$ cat src/pkg/jifr_cfg.svh
// Offsets, field positions, reset values and bit counts of the response framer
`ifndef JIFR_CFG_SVH
`define JIFR_CFG_SVH

// Register offsets on the plain register port
`define JIFR_OFS_CTRL2      4'h0
`define JIFR_OFS_DATA       4'h1
`define JIFR_OFS_VECTOR     4'h2
`define JIFR_OFS_STATUS     4'h3

// Control register two field positions
`define JIFR_BIT_TX_END_OF_DATA       0
`define JIFR_BIT_NBFS       1
`define JIFR_BIT_MNOCRC     2
`define JIFR_BIT_MCRC       3
`define JIFR_BIT_SINGLE     4

// Status register field positions
`define JIFR_BIT_ST_LOST    0
`define JIFR_BIT_ST_TX_DATA_EMPTY_FLAG    1
`define JIFR_BIT_ST_ERR     2
`define JIFR_BIT_ST_BUSY    3

// Reset values
`define JIFR_CTRL2_RST      8'h00
`define JIFR_DATA_RST       8'h00

// State vector codes, steps of four
`define JIFR_VEC_NONE       8'h00
`define JIFR_VEC_RXEOF      8'h04
`define JIFR_VEC_RX_RESP_BYTE_FLAG      8'h08
`define JIFR_VEC_RX_DATA_FULL_FLAG       8'h0C
`define JIFR_VEC_TX_DATA_EMPTY_FLAG       8'h10
`define JIFR_VEC_LOST       8'h14
`define JIFR_VEC_CRCERR     8'h18
`define JIFR_VEC_SYMERR     8'h1C
`define JIFR_VEC_WAKE       8'h20

// Protocol limits and bit counts
`define JIFR_MAX_MSG_BYTES  12
`define JIFR_BYTE_BITS      8
`define JIFR_LAST_TWO_BIT   6
`define JIFR_EXTRA_ONES     2

`endif

$ cat src/pkg/jifr_pkg.sv
// Types shared by the in-frame response transmit control
package jifr_pkg;

  typedef enum logic [1:0] {
    JIFR_MODE_NONE,
    JIFR_MODE_SINGLE,
    JIFR_MODE_MCRC,
    JIFR_MODE_MNOCRC
  } jifr_mode_t;

  // Requests to the symbol layer
  typedef struct packed {
    logic       send_nb;
    logic       nb_value;
    logic       send_byte;
    logic [7:0] byte_val;
    logic       send_crc;
    logic       send_eod;
    logic       send_ones;
  } jifr_sym_req_t;

  // Events from the symbol layer and receiver
  typedef struct packed {
    logic       eod_rx;
    logic       crc_ok;
    logic       nb_done;
    logic       byte_done;
    logic       crc_done;
    logic       eod_done;
    logic       ones_done;
    logic       arb_lost;
    logic [2:0] arb_bit;
    logic       bus_error;
    logic       ifr_winner_done;
    logic [4:0] frame_bytes;
  } jifr_sym_evt_t;

  // Interrupt sources from the rest of the controller; wake, sym_err and crc_err rank above lost, the rest below tx_data_empty_flag
  typedef struct packed {
    logic wake;
    logic sym_err;
    logic crc_err;
    logic rx_data_full_flag;
    logic rx_resp_byte_flag;
    logic rxeof;
  } jifr_src_t;

endpackage

$ cat src/verilog/jifr_tx_ctrl.sv
// In-frame response transmit control with its register port
`timescale 1ns/100ps
`default_nettype none
`include "jifr_cfg.svh"

module jifr_tx_ctrl #(
  parameter int MAX_BYTES = `JIFR_MAX_MSG_BYTES
) (
  input  wire logic                   clk,
  input  wire logic                   rst,
  input  wire logic [3:0]             addr,
  input  wire logic [7:0]             wdata,
  input  wire logic                   wr,
  input  wire logic                   rd,
  output logic [7:0]                  rdata,
  input  wire jifr_pkg::jifr_sym_evt_t evt,
  input  wire jifr_pkg::jifr_src_t    src,
  output jifr_pkg::jifr_sym_req_t     sym_req,
  output logic [7:0]                  vector
);
  import jifr_pkg::*;

  typedef enum logic [2:0] {
    ST_IDLE,
    ST_NB,
    ST_BYTE,
    ST_WAIT_WIN,
    ST_CRC,
    ST_EOD,
    ST_ONES
  } jifr_state_t;

  typedef struct packed {
    jifr_state_t    st;
    logic [7:0]     ctrl;
    logic [7:0]     data;
    logic           data_full;
    logic [7:0]     shift;
    logic           tx_data_empty_flag;
    logic           vec_read;
    logic           lost;
    logic           err;
    logic           eod_block;
    logic [4:0]     count;
    logic           last_loaded;
    logic [7:0]     rdata;
    jifr_sym_req_t  req;
  } jifr_regs_t;

  jifr_regs_t s_reg;
  jifr_regs_t s_next;
  logic [7:0] vec_reg;
  jifr_mode_t mode;
  logic       tx_end_of_data;
  logic       wr_ctrl;
  logic       wr_data;

  ////////////////////////////////////////////////////////////////////////
  // Vector encoder
  jifr_vec_enc u_vec (
    .clk     (clk),
    .rst     (rst),
    .src     (src),
    .tx_data_empty_flag    (s_reg.tx_data_empty_flag),
    .lost    (s_reg.lost),
    .vec_reg (vec_reg)
  );

  // Priority decode of stored request bits
  always_comb begin
    if (s_reg.ctrl[`JIFR_BIT_SINGLE])
      mode = JIFR_MODE_SINGLE;
    else if (s_reg.ctrl[`JIFR_BIT_MCRC])
      mode = JIFR_MODE_MCRC;
    else if (s_reg.ctrl[`JIFR_BIT_MNOCRC])
      mode = JIFR_MODE_MNOCRC;
    else
      mode = JIFR_MODE_NONE;
  end

  assign tx_end_of_data    = s_reg.ctrl[`JIFR_BIT_TX_END_OF_DATA];
  assign wr_ctrl = wr && (addr == `JIFR_OFS_CTRL2);
  assign wr_data = wr && (addr == `JIFR_OFS_DATA);

  ////////////////////////////////////////////////////////////////////////
  // Next-state logic
  always_comb begin
    s_next = s_reg;
    s_next.req = '0;
    s_next.rdata = 8'h00;

    // Register reads
    if (rd) begin
      unique case (addr)
        `JIFR_OFS_CTRL2:  s_next.rdata = s_reg.ctrl;
        `JIFR_OFS_DATA:   s_next.rdata = s_reg.data;
        `JIFR_OFS_VECTOR: s_next.rdata = vec_reg;
        `JIFR_OFS_STATUS: s_next.rdata = {4'h0,
                                          s_reg.st != ST_IDLE,
                                          s_reg.err,
                                          s_reg.tx_data_empty_flag,
                                          s_reg.lost};
        default:          s_next.rdata = 8'h00;
      endcase
      if (addr == `JIFR_OFS_VECTOR) begin
        s_next.vec_read = s_reg.tx_data_empty_flag;
        s_next.lost = 1'b0;
      end
    end

    // Register writes
    if (wr_ctrl) begin
      s_next.ctrl = wdata;
      // Request bits cannot be armed once EOD has already passed
      if (s_reg.eod_block) begin
        s_next.ctrl[`JIFR_BIT_SINGLE] = wdata[`JIFR_BIT_SINGLE]
                                        & s_reg.ctrl[`JIFR_BIT_SINGLE];
        s_next.ctrl[`JIFR_BIT_MCRC]   = wdata[`JIFR_BIT_MCRC]
                                        & s_reg.ctrl[`JIFR_BIT_MCRC];
        s_next.ctrl[`JIFR_BIT_MNOCRC] = wdata[`JIFR_BIT_MNOCRC]
                                        & s_reg.ctrl[`JIFR_BIT_MNOCRC];
      end
      if (wdata[`JIFR_BIT_TX_END_OF_DATA]) begin
        s_next.tx_data_empty_flag = 1'b0;
        s_next.vec_read = 1'b0;
      end
    end
    if (wr_data) begin
      s_next.data = wdata;
      s_next.data_full = 1'b1;
      if (s_reg.vec_read) begin
        s_next.tx_data_empty_flag = 1'b0;
        s_next.vec_read = 1'b0;
      end
    end

    // Window after a received EOD in which arming is refused
    if (evt.eod_rx)
      s_next.eod_block = 1'b1;
    else if (s_reg.st == ST_IDLE && evt.frame_bytes == 5'd0)
      s_next.eod_block = 1'b0;

    unique case (s_reg.st)
      ST_IDLE: begin
        s_next.count = evt.frame_bytes;
        s_next.last_loaded = 1'b0;
        if (evt.eod_rx && evt.crc_ok && mode != JIFR_MODE_NONE) begin
          s_next.st = ST_NB;
          s_next.req.send_nb = 1'b1;
          s_next.req.nb_value = (mode == JIFR_MODE_MCRC)
                                ^ s_reg.ctrl[`JIFR_BIT_NBFS];
          s_next.shift = s_reg.data;
          s_next.data_full = 1'b0;
          s_next.err = 1'b0;
          if (mode != JIFR_MODE_SINGLE && !tx_end_of_data)
            s_next.tx_data_empty_flag = 1'b1;
          if (tx_end_of_data)
            s_next.last_loaded = 1'b1;
        end
      end
      ST_NB: begin
        if (evt.nb_done) begin
          s_next.st = ST_BYTE;
          s_next.req.send_byte = 1'b1;
          s_next.req.byte_val = s_reg.shift;
          s_next.count = s_reg.count + 5'd1;
        end
      end
      ST_BYTE: begin
        if (evt.arb_lost) begin
          if (mode == JIFR_MODE_SINGLE) begin
            s_next.st = ST_WAIT_WIN;
          end else begin
            s_next.lost = 1'b1;
            s_next.ctrl[`JIFR_BIT_MCRC] = 1'b0;
            s_next.ctrl[`JIFR_BIT_MNOCRC] = 1'b0;
            s_next.tx_data_empty_flag = 1'b0;
            if (evt.arb_bit >= 3'(`JIFR_LAST_TWO_BIT)) begin
              s_next.st = ST_ONES;
              s_next.req.send_ones = 1'b1;
            end else begin
              s_next.st = ST_IDLE;
            end
          end
        end else if (evt.byte_done) begin
          if (mode == JIFR_MODE_SINGLE) begin
            s_next.ctrl[`JIFR_BIT_SINGLE] = 1'b0;
            s_next.st = ST_IDLE;
          end else if (tx_end_of_data && !s_reg.data_full
                       || s_reg.last_loaded) begin
            // final byte gone, finish the response
            if (mode == JIFR_MODE_MCRC) begin
              s_next.st = ST_CRC;
              s_next.req.send_crc = 1'b1;
            end else begin
              s_next.st = ST_EOD;
              s_next.req.send_eod = 1'b1;
            end
          end else if (s_reg.data_full
                       && s_reg.count < 5'(MAX_BYTES)) begin
            s_next.shift = s_reg.data;
            s_next.data_full = 1'b0;
            s_next.count = s_reg.count + 5'd1;
            s_next.req.send_byte = 1'b1;
            s_next.req.byte_val = s_reg.data;
            if (tx_end_of_data)
              s_next.last_loaded = 1'b1;
            else
              s_next.tx_data_empty_flag = 1'b1;
          end else begin
            // Underrun or length overflow ends the response
            s_next.err = 1'b1;
            s_next.ctrl[`JIFR_BIT_MCRC] = 1'b0;
            s_next.ctrl[`JIFR_BIT_MNOCRC] = 1'b0;
            s_next.tx_data_empty_flag = 1'b0;
            s_next.st = ST_ONES;
            s_next.req.send_ones = 1'b1;
          end
        end
      end
      ST_WAIT_WIN: begin
        if (evt.ifr_winner_done) begin
          s_next.st = ST_BYTE;
          s_next.req.send_byte = 1'b1;
          s_next.req.byte_val = s_reg.shift;
        end
      end
      ST_CRC: begin
        if (evt.crc_done) begin
          s_next.st = ST_EOD;
          s_next.req.send_eod = 1'b1;
        end
      end
      ST_EOD: begin
        if (evt.eod_done) begin
          s_next.ctrl[`JIFR_BIT_MCRC] = 1'b0;
          s_next.ctrl[`JIFR_BIT_MNOCRC] = 1'b0;
          s_next.ctrl[`JIFR_BIT_TX_END_OF_DATA] = 1'b0;
          s_next.st = ST_IDLE;
        end
      end
      ST_ONES: begin
        if (evt.ones_done)
          s_next.st = ST_IDLE;
      end
      default: s_next.st = ST_IDLE;
    endcase

    // End bit set during a single-byte response ends it in any state but idle, first attempt included
    if (mode == JIFR_MODE_SINGLE && tx_end_of_data && s_reg.st != ST_IDLE) begin
      s_next.ctrl[`JIFR_BIT_SINGLE] = 1'b0;
      s_next.st = ST_IDLE;
    end

    // Bus error aborts any response and clears all requests
    if (evt.bus_error) begin
      s_next.ctrl[`JIFR_BIT_SINGLE] = 1'b0;
      s_next.ctrl[`JIFR_BIT_MCRC] = 1'b0;
      s_next.ctrl[`JIFR_BIT_MNOCRC] = 1'b0;
      s_next.ctrl[`JIFR_BIT_TX_END_OF_DATA] = 1'b0;
      s_next.err = 1'b1;
      s_next.tx_data_empty_flag = 1'b0;
      s_next.st = ST_IDLE;
      s_next.req = '0;
    end
  end

  ////////////////////////////////////////////////////////////////////////
  // State register
  always_ff @(posedge clk or posedge rst) begin
    if (rst) begin
      s_reg <= '0;
      s_reg.st <= ST_IDLE;
      s_reg.ctrl <= `JIFR_CTRL2_RST;
      s_reg.data <= `JIFR_DATA_RST;
    end else begin
      s_reg <= s_next;
    end
  end

  // Outputs straight from flip-flops
  assign rdata   = s_reg.rdata;
  assign sym_req = s_reg.req;
  assign vector  = vec_reg;

endmodule
`default_nettype wire

$ cat src/verilog/jifr_vec_enc.sv
// Priority encoder of pending sources into the state vector
`timescale 1ns/100ps
`default_nettype none
`include "jifr_cfg.svh"

module jifr_vec_enc (
  input  wire logic                clk,
  input  wire logic                rst,
  input  wire jifr_pkg::jifr_src_t src,
  input  wire logic                tx_data_empty_flag,
  input  wire logic                lost,
  output logic [7:0]               vec_reg
);
  import jifr_pkg::*;

  logic [7:0] vec_next;

  ////////////////////////////////////////////////////////////////////////
  // Highest pending source wins
  always_comb begin
    if (src.wake)
      vec_next = `JIFR_VEC_WAKE;
    else if (src.sym_err)
      vec_next = `JIFR_VEC_SYMERR;
    else if (src.crc_err)
      vec_next = `JIFR_VEC_CRCERR;
    else if (lost)
      vec_next = `JIFR_VEC_LOST;
    else if (tx_data_empty_flag)
      vec_next = `JIFR_VEC_TX_DATA_EMPTY_FLAG;
    else if (src.rx_data_full_flag)
      vec_next = `JIFR_VEC_RX_DATA_FULL_FLAG;
    else if (src.rx_resp_byte_flag)
      vec_next = `JIFR_VEC_RX_RESP_BYTE_FLAG;
    else if (src.rxeof)
      vec_next = `JIFR_VEC_RXEOF;
    else
      vec_next = `JIFR_VEC_NONE;
  end

  // Registered vector
  always_ff @(posedge clk or posedge rst) begin
    if (rst)
      vec_reg <= `JIFR_VEC_NONE;
    else
      vec_reg <= vec_next;
  end

endmodule
`default_nettype wire
$ cat config.mk
export PLATFORM = sky130hd
export DESIGN_NAME = jifr_tx_ctrl
export DESIGN_NICKNAME = d
export VERILOG_FILES = /design/src/pkg/jifr_pkg.sv /design/src/verilog/jifr_tx_ctrl.sv /design/src/verilog/jifr_vec_enc.sv
export VERILOG_INCLUDE_DIRS = /design/src /design/src/pkg
export SDC_FILE = /design/constraint.sdc
export NUM_CORES = 1
export LEC_CHECK = 0
export ABC_AREA = 0
export BUFFER_PORTS_ARGS = -buffer_cell sky130_fd_sc_hd__buf_4
export CAP_MARGIN = 20
export CORE_MARGIN = 4
export CORE_UTILIZATION = 35
export DETAILED_ROUTE_END_ITERATION = 12
export GPL_TIMING_DRIVEN = 0
export HOLD_SLACK_MARGIN = 0.03
export PLACE_DENSITY = 0.56
export REMOVE_ABC_BUFFERS = 1
export SLEW_MARGIN = 10
export SYNTH_ARGS = -nofsm -noshare
export SYNTH_HDL_FRONTEND = slang
export SYNTH_SLANG_ARGS = --single-unit
$ cat constraint.sdc
create_clock -name clk -period 6 [get_ports clk]
set_input_delay 1.2 -clock clk [delete_from_list [all_inputs] [get_ports clk]]
set_output_delay 1.2 -clock clk [all_outputs]
set_load 0.03 [all_outputs]
==> results of run 1 <==
[cells in the final DEF, fill, tap and decap left out, drive strengths merged, types with 3 or more instances in the layout]
cell type	n
o21ai	10
a21boi	3
o31ai	3
nor2	36
nor2b	12
buf	64
clkbuf	9
and2	4
dfrtp	65
a21oi	16
inv	9
o32a	3
nand3	3
conb	4
a22oi	12
clkinv	4
and3	3
mux2	11
nand2b	6
nand2	55
a31oi	3
nor3	8
mux2i	9
[final cells by class]
| class | count | share of cell area, % |
|---|---|---|
| Multi-Input combinational cell | 242 | 38.2 |
| Timing Repair Buffer | 64 | 11.9 |
| Tap cell | 129 | 3.99 |
| Clock inverter | 7 | 1.95 |
| Sequential cell | 65 | 40.2 |
| Clock buffer | 9 | 3.06 |
| Inverter | 7 | 0.712 |
[cells by family after synthesis]
group / Yosys count / synth area share (%)
other: 1 / 0.109
muxes: 22 / 7.51
DFF: 65 / 47.2
buffers and inverters: 46 / 8.38
xor gates and xnor gates: 2 / 0.508
adders and majority gates: 2 / 0.653
and+or+nand+nor: 143 / 20.1
AOI/OAI and AO/OA: 69 / 15.6
[critical path: cells and delay by family]
kind	cells	cell delay, ns
and+or+nand+nor	2	1.01
AOI/OAI and AO/OA	2	0.45
buffers and inverters	1	0.17
[final timing paths]
kind                                       startpoint                     to  cells past startpoint
worst max-delay path                          addr[1]    s_reg[32]$_DFF_PP0_                      5
min in group asynchronous                         rst   sym_req[3]$_DFF_PP0_                      2
worst min register to register  s_reg[56]$_DFFE_PP0N_  s_reg[56]$_DFFE_PP0N_                      2
worst min-delay path            s_reg[56]$_DFFE_PP0N_  s_reg[56]$_DFFE_PP0N_                      2
worst max register to register    s_reg[54]$_DFF_PP0_  s_reg[35]$_DFFE_PP0P_                      4
max in group asynchronous                         rst    s_reg[32]$_DFF_PP0_                      2
[layer usage]
| metal | up-vias | GRT usage, % | part of all wire (%) |
|---|---|---|---|
| met5 | - | 0 | 0 |
| met4 | 0 | 6.58 | 1.5 |
| met3 | 7 | 2.52 | 4.3 |
| met2 | 65 | 22.3 | 47 |
| met1 | 1230 | 20.1 | 47 |
| li1 | 1281 | - | - |
[stage by stage]
stage,hold slack [ns],power (mW),area (um2)
after floorplan,0.445,0.866,3200
after global placement,0.459,0.982,3840
after detailed placement,0.463,0.989,3840
after CTS,0.482,1.37,4040
after global routing,0.516,1.45,4040
final,0.482,1.36,4040
[power by group]
part / switching, mW / internal [mW] / leakage (nW)
Sequential: 0.0911 / 0.502 / 0.849
Clock: 0.183 / 0.196 / 0.104
Combinational: 0.208 / 0.181 / 0.936
==> run_results.csv, run 1 <==
group,metric,value,unit
run_status,status,"completed",
finish,n_antenna_cell,0,
sta,min_period,2.60,ns
finish,multi_input_area,1540,um2
setup_path,slowest_delay,0.51,ns
synth,postSynthAreaPerCell,9.85,um2
placed_design,placed_cells,507,
setup_path,r2r_setup_slack,3.83,ns
synth,synthCells,350,
pwr,power.leakage,1.89,nW
clocking,post_cts_resized,0,
setup_path,critical_path_class,"input port to flip-flop",
grt,grt_first_pass_wirelength,13000,um
clocking,post_cts_buffers,0,
sta,finClkSkew,0.00670,ns
grt,overflow,0,
finish,fillers,925,
sta,rsz0062_at_grt,"false",
synth,synth_most_common_cell,"dfrtp_1",
synth,synth_seq_area_share,47.2,%
drt,drcViolationCount,0,
setup_path,startpoint_type,"input port",
placed_design,port_buffers,64,
setup_path,worst-path-max-fanout,12,
clocking,numCtsBuffers,9,
finish,final_cells,523,
synth,async_flop_share,100,%
pwr,peakVddDrop,0.000102,V
sta,max_slew_margin,48.0,%
drt,wl,8120,um
sta,final_hold_viol_count,0,
die,num_rows,35,
die,core_area,9420,um2
drt,via_per_inst,4.94,
drt,drt_iter0_drc,140,
finish,largest_register_ffs,39,
synth,ys_warn_count,0,
grt,grtUsageTotal,14.5,%
synth,ys_ff_latch,65,
synth,synth_top_area_share,47.2,%
drt,dr.pass1.iters,5,
synth,synth_enable_flop_cells,0,
clocking,cts_tree,"done",
clocking,htreeDepth,3,
sta,setup_violations,0,
grt,grt_pass1_vias,2531,
clocking,cts_buffer_depth,2,
setup_path,cp-end-kind,"flip-flop",
sta,worstMarginPinSlew,0.780,ns
setup_path,path_cells,"buf_4, nor4b_1, nor2b_1, a22oi_1, a41o_1",
pwr,cellPowerDensity,336,nW/um2
drt,ant_nets,0,
die,pin_count,70,
grt,antenna_found_initial,0,
placed_design,place_hpwl,5900,um
clocking,cts_sinks,65,
placed_design,pre_cts_ws,3.08,ns
die,die-width,107,um
synth,synth_flop_cell,"dfrtp_1",
sta,tns,0,ns
clocking,ctsHoldBuffers,0,
placed_design,gp_congestion,0.783,
drt,post_drt_wl_per_cell,15.5,um
finish,fin_util,43.0,%
finish,drive_above_1_share,27.4,%
sta,fmax,0.385,GHz
die,die_h,107,um
setup_path,crit_required,6.23,ns
sta,finalCritPeriodShare,43.3,%
clocking,clk_pin_slew,0.07,ns
min_path,hold_path_class,"flip-flop to flip-flop",
grt,grt_start_max_net_pins,66,
finish,seqCellArea,1630,um2
sta,finalMaxSlewViolations,0,
finish,area_delta_synth_final,17.3,%
sta,worst_slack,3.40,ns
drt,vias,2583,
finish,fin_nets,430,
clocking,clk-insertion-delay-late,0.34,ns
synth,yosys.area.top_type,"dfrtp_1",
die,die_area,11500,um2
synth,synthTopCellsByCount,"dfrtp_1, nand2_1, nor2_1",
die,start_util,36.6,%
setup_path,cp_slowest_cell,"nor4b_1",
job,maxCapViolCount,0,
synth,yosysUniqueCellTypes,64,
clocking,clock-root-buffer,"clkbuf_8",
setup_path,crit_arrival,2.83,ns
synth,yosys-top-cells-area,"dfrtp_1, buf_4, nand2_1, nor2_1, mux2_2",
synth,synth_area,3450,um2
Note: power is estimated with default switching activity, not from simulation.
==> inputs of run 2 (changes only) <==
--- a/config.mk
+++ b/config.mk
@@ -14,7 +14,7 @@
 export DETAILED_ROUTE_END_ITERATION = 12
 export GPL_TIMING_DRIVEN = 0
 export HOLD_SLACK_MARGIN = 0.03
-export PLACE_DENSITY = 0.56
+export PLACE_DENSITY = 0.58
 export REMOVE_ABC_BUFFERS = 1
 export SLEW_MARGIN = 10
 export SYNTH_ARGS = -nofsm -noshare
==> constraint.sdc (replaced) <==
create_clock -name clk -period 2.3 [get_ports clk]
set_input_delay 0.46 -clock clk [delete_from_list [all_inputs] [get_ports clk]]
set_output_delay 0.46 -clock clk [all_outputs]
set_load 0.03 [all_outputs]
==> run_results.csv, run 2 (same netlist as run 1, synthesis figures left out) <==
group,metric,value,unit
run_status,status,"completed",
clocking,post_cts_resized,0,
die,die_h,107,um
setup_path,worst-path-max-fanout,16,
finish,fin_util,42.9,%
job,maxCapViolCount,0,
finish,largest_register_ffs,39,
die,die_area,11500,um2
clocking,clock-root-buffer,"clkbuf_8",
grt,grt_pass1_vias,2608,
setup_path,critical_path_class,"flip-flop to flip-flop",
drt,ant_nets,0,
grt,grtUsageTotal,14.7,%
setup_path,cp.buffers_inverters,0,
drt,drcViolationCount,0,
grt,grt_start_max_net_pins,66,
setup_path,slowest_delay,0.59,ns
clocking,clk-insertion-delay-late,0.34,ns
sta,finClkSkew,0.0120,ns
die,pin_count,70,
clocking,cts_buffer_depth,2,
die,start_util,36.6,%
drt,drt_iter0_drc,162,
die,core_area,9420,um2
drt,wl,8100,um
finish,layout_commonest_cell,"dfrtp_1",
finish,drive_above_1_share,27.4,%
sta,rsz0062_at_grt,"false",
placed_design,place_hpwl,5900,um
pwr,cellPowerDensity,877,nW/um2
clocking,htreeDepth,3,
sta,setup_violations,0,
sta,min_period,2.13,ns
pwr,peakVddDrop,0.000315,V
setup_path,startpoint_type,"flip-flop",
setup_path,crit_arrival,2.36,ns
clocking,numCtsBuffers,9,
drt,vias,2608,
placed_design,gp_congestion,0.821,
sta,finalMaxSlewViolations,0,
die,num_rows,35,
sta,worstMarginPinSlew,0.802,ns
finish,area_delta_synth_final,17.2,%
min_path,hold_path_class,"input port to flip-flop",
drt,post_drt_wl_per_cell,15.5,um
finish,final_cell_mix,"dfrtp_1, buf_4, nand2_1",
finish,fin_nets,430,
die,die-width,107,um
clocking,clk_pin_slew,0.07,ns
setup_path,crit_required,2.53,ns
setup_path,path_cells,"o311ai_2, mux2i_1, nand2_1, mux2_2",
grt,grt_first_pass_wirelength,13400,um
placed_design,port_buffers,64,
grt,antenna_found_initial,0,
sta,tns,0,ns
clocking,post_cts_buffers,0,
pwr,power.leakage,1.88,nW
grt,overflow,0,
drt,dr.pass1.iters,4,
setup_path,path_delay_family,"flip-flops",
drt,via_per_inst,4.99,
sta,max_slew_margin,46.5,%
clocking,cts_tree,"done",
clocking,cts_sinks,65,
sta,fmax,0.469,GHz
sta,final_hold_viol_count,0,
setup_path,cp_slowest_cell,"dfrtp_1",
finish,n_antenna_cell,0,
sta,finalCritPeriodShare,92.6,%
clocking,ctsHoldBuffers,0,
setup_path,cp-end-kind,"flip-flop",
pwr,power,3.54,mW
finish,fillers,927,
run 2: changes by cell type in the layout (fill, tap and decap cells not counted), sizes merged:
cell and change:
clkinvlp +1, clkinv -1
run 2: metrics by stage:
step / instance area [um2] / hold WS [ns] / cells / setup WS [ns]
floorplan: 3200 / 0.445 / 314 / 0.214
global placement: 3840 / 0.460 / 507 / -0.618
detailed placement: 3840 / 0.469 / 507 / 0.147
CTS: 4040 / 0.240 / 523 / 0.141
global route: 4040 / 0.244 / 523 / 0.00701
finish: 4040 / 0.256 / 523 / 0.170
run 2: worst reg2reg max path, cell delays in order (launching register included):
cell and delay [ns]:
dfrtp_1 0.59, o311ai_2 0.59, mux2i_1 0.13, nand2_1 0.33, mux2_2 0.38
run 2: report_power, final:
| part | leakage (nW) | internal, mW | switching [mW] |
|---|---|---|---|
| combinational | 0.936 | 0.470 | 0.548 |
| sequential | 0.849 | 1.31 | 0.231 |
| clock | 0.100 | 0.509 | 0.477 |
run 2: path summary, 6_finish.rpt:
kind,startpoint,end,slack [ns],cells after the start
max in group asynchronous,rst,s_reg[60]$_DFFE_PP0P_,1.49,2
worst max-delay path,s_reg[54]$_DFF_PP0_,s_reg[35]$_DFFE_PP0P_,0.17,4
worst min-delay path,src[5],u_vec.vec_reg[5]$_DFF_PP0_,0.26,1
min in group asynchronous,rst,s_reg[24]$_DFFE_PP0P_,0.28,2
worst min register to register,s_reg[57]$_DFFE_PP0N_,s_reg[57]$_DFFE_PP0N_,0.49,2
worst max register to register,s_reg[54]$_DFF_PP0_,s_reg[35]$_DFFE_PP0P_,0.17,4
run 2: area by class of cell:
| cell class | instances | area [um2] | share of cell area [%] |
|---|---|---|---|
| Sequential cell | 65 | 1630 | 40.2 |
| Multi-Input combinational cell | 242 | 1540 | 38.2 |
| Timing Repair Buffer | 64 | 480 | 11.9 |
| Tap cell | 129 | 161 | 3.99 |
| Clock buffer | 9 | 124 | 3.06 |
| Clock inverter | 7 | 77.6 | 1.92 |
| Inverter | 7 | 28.8 | 0.712 |
run 2: metal layers:
layer	vias up	wire (um)	track usage, %
li1	1281	-	-
met1	1239	3840	21.2
met2	78	3770	21.9
met3	10	371	2.34
met4	0	121	5.84
met5	-	0	0
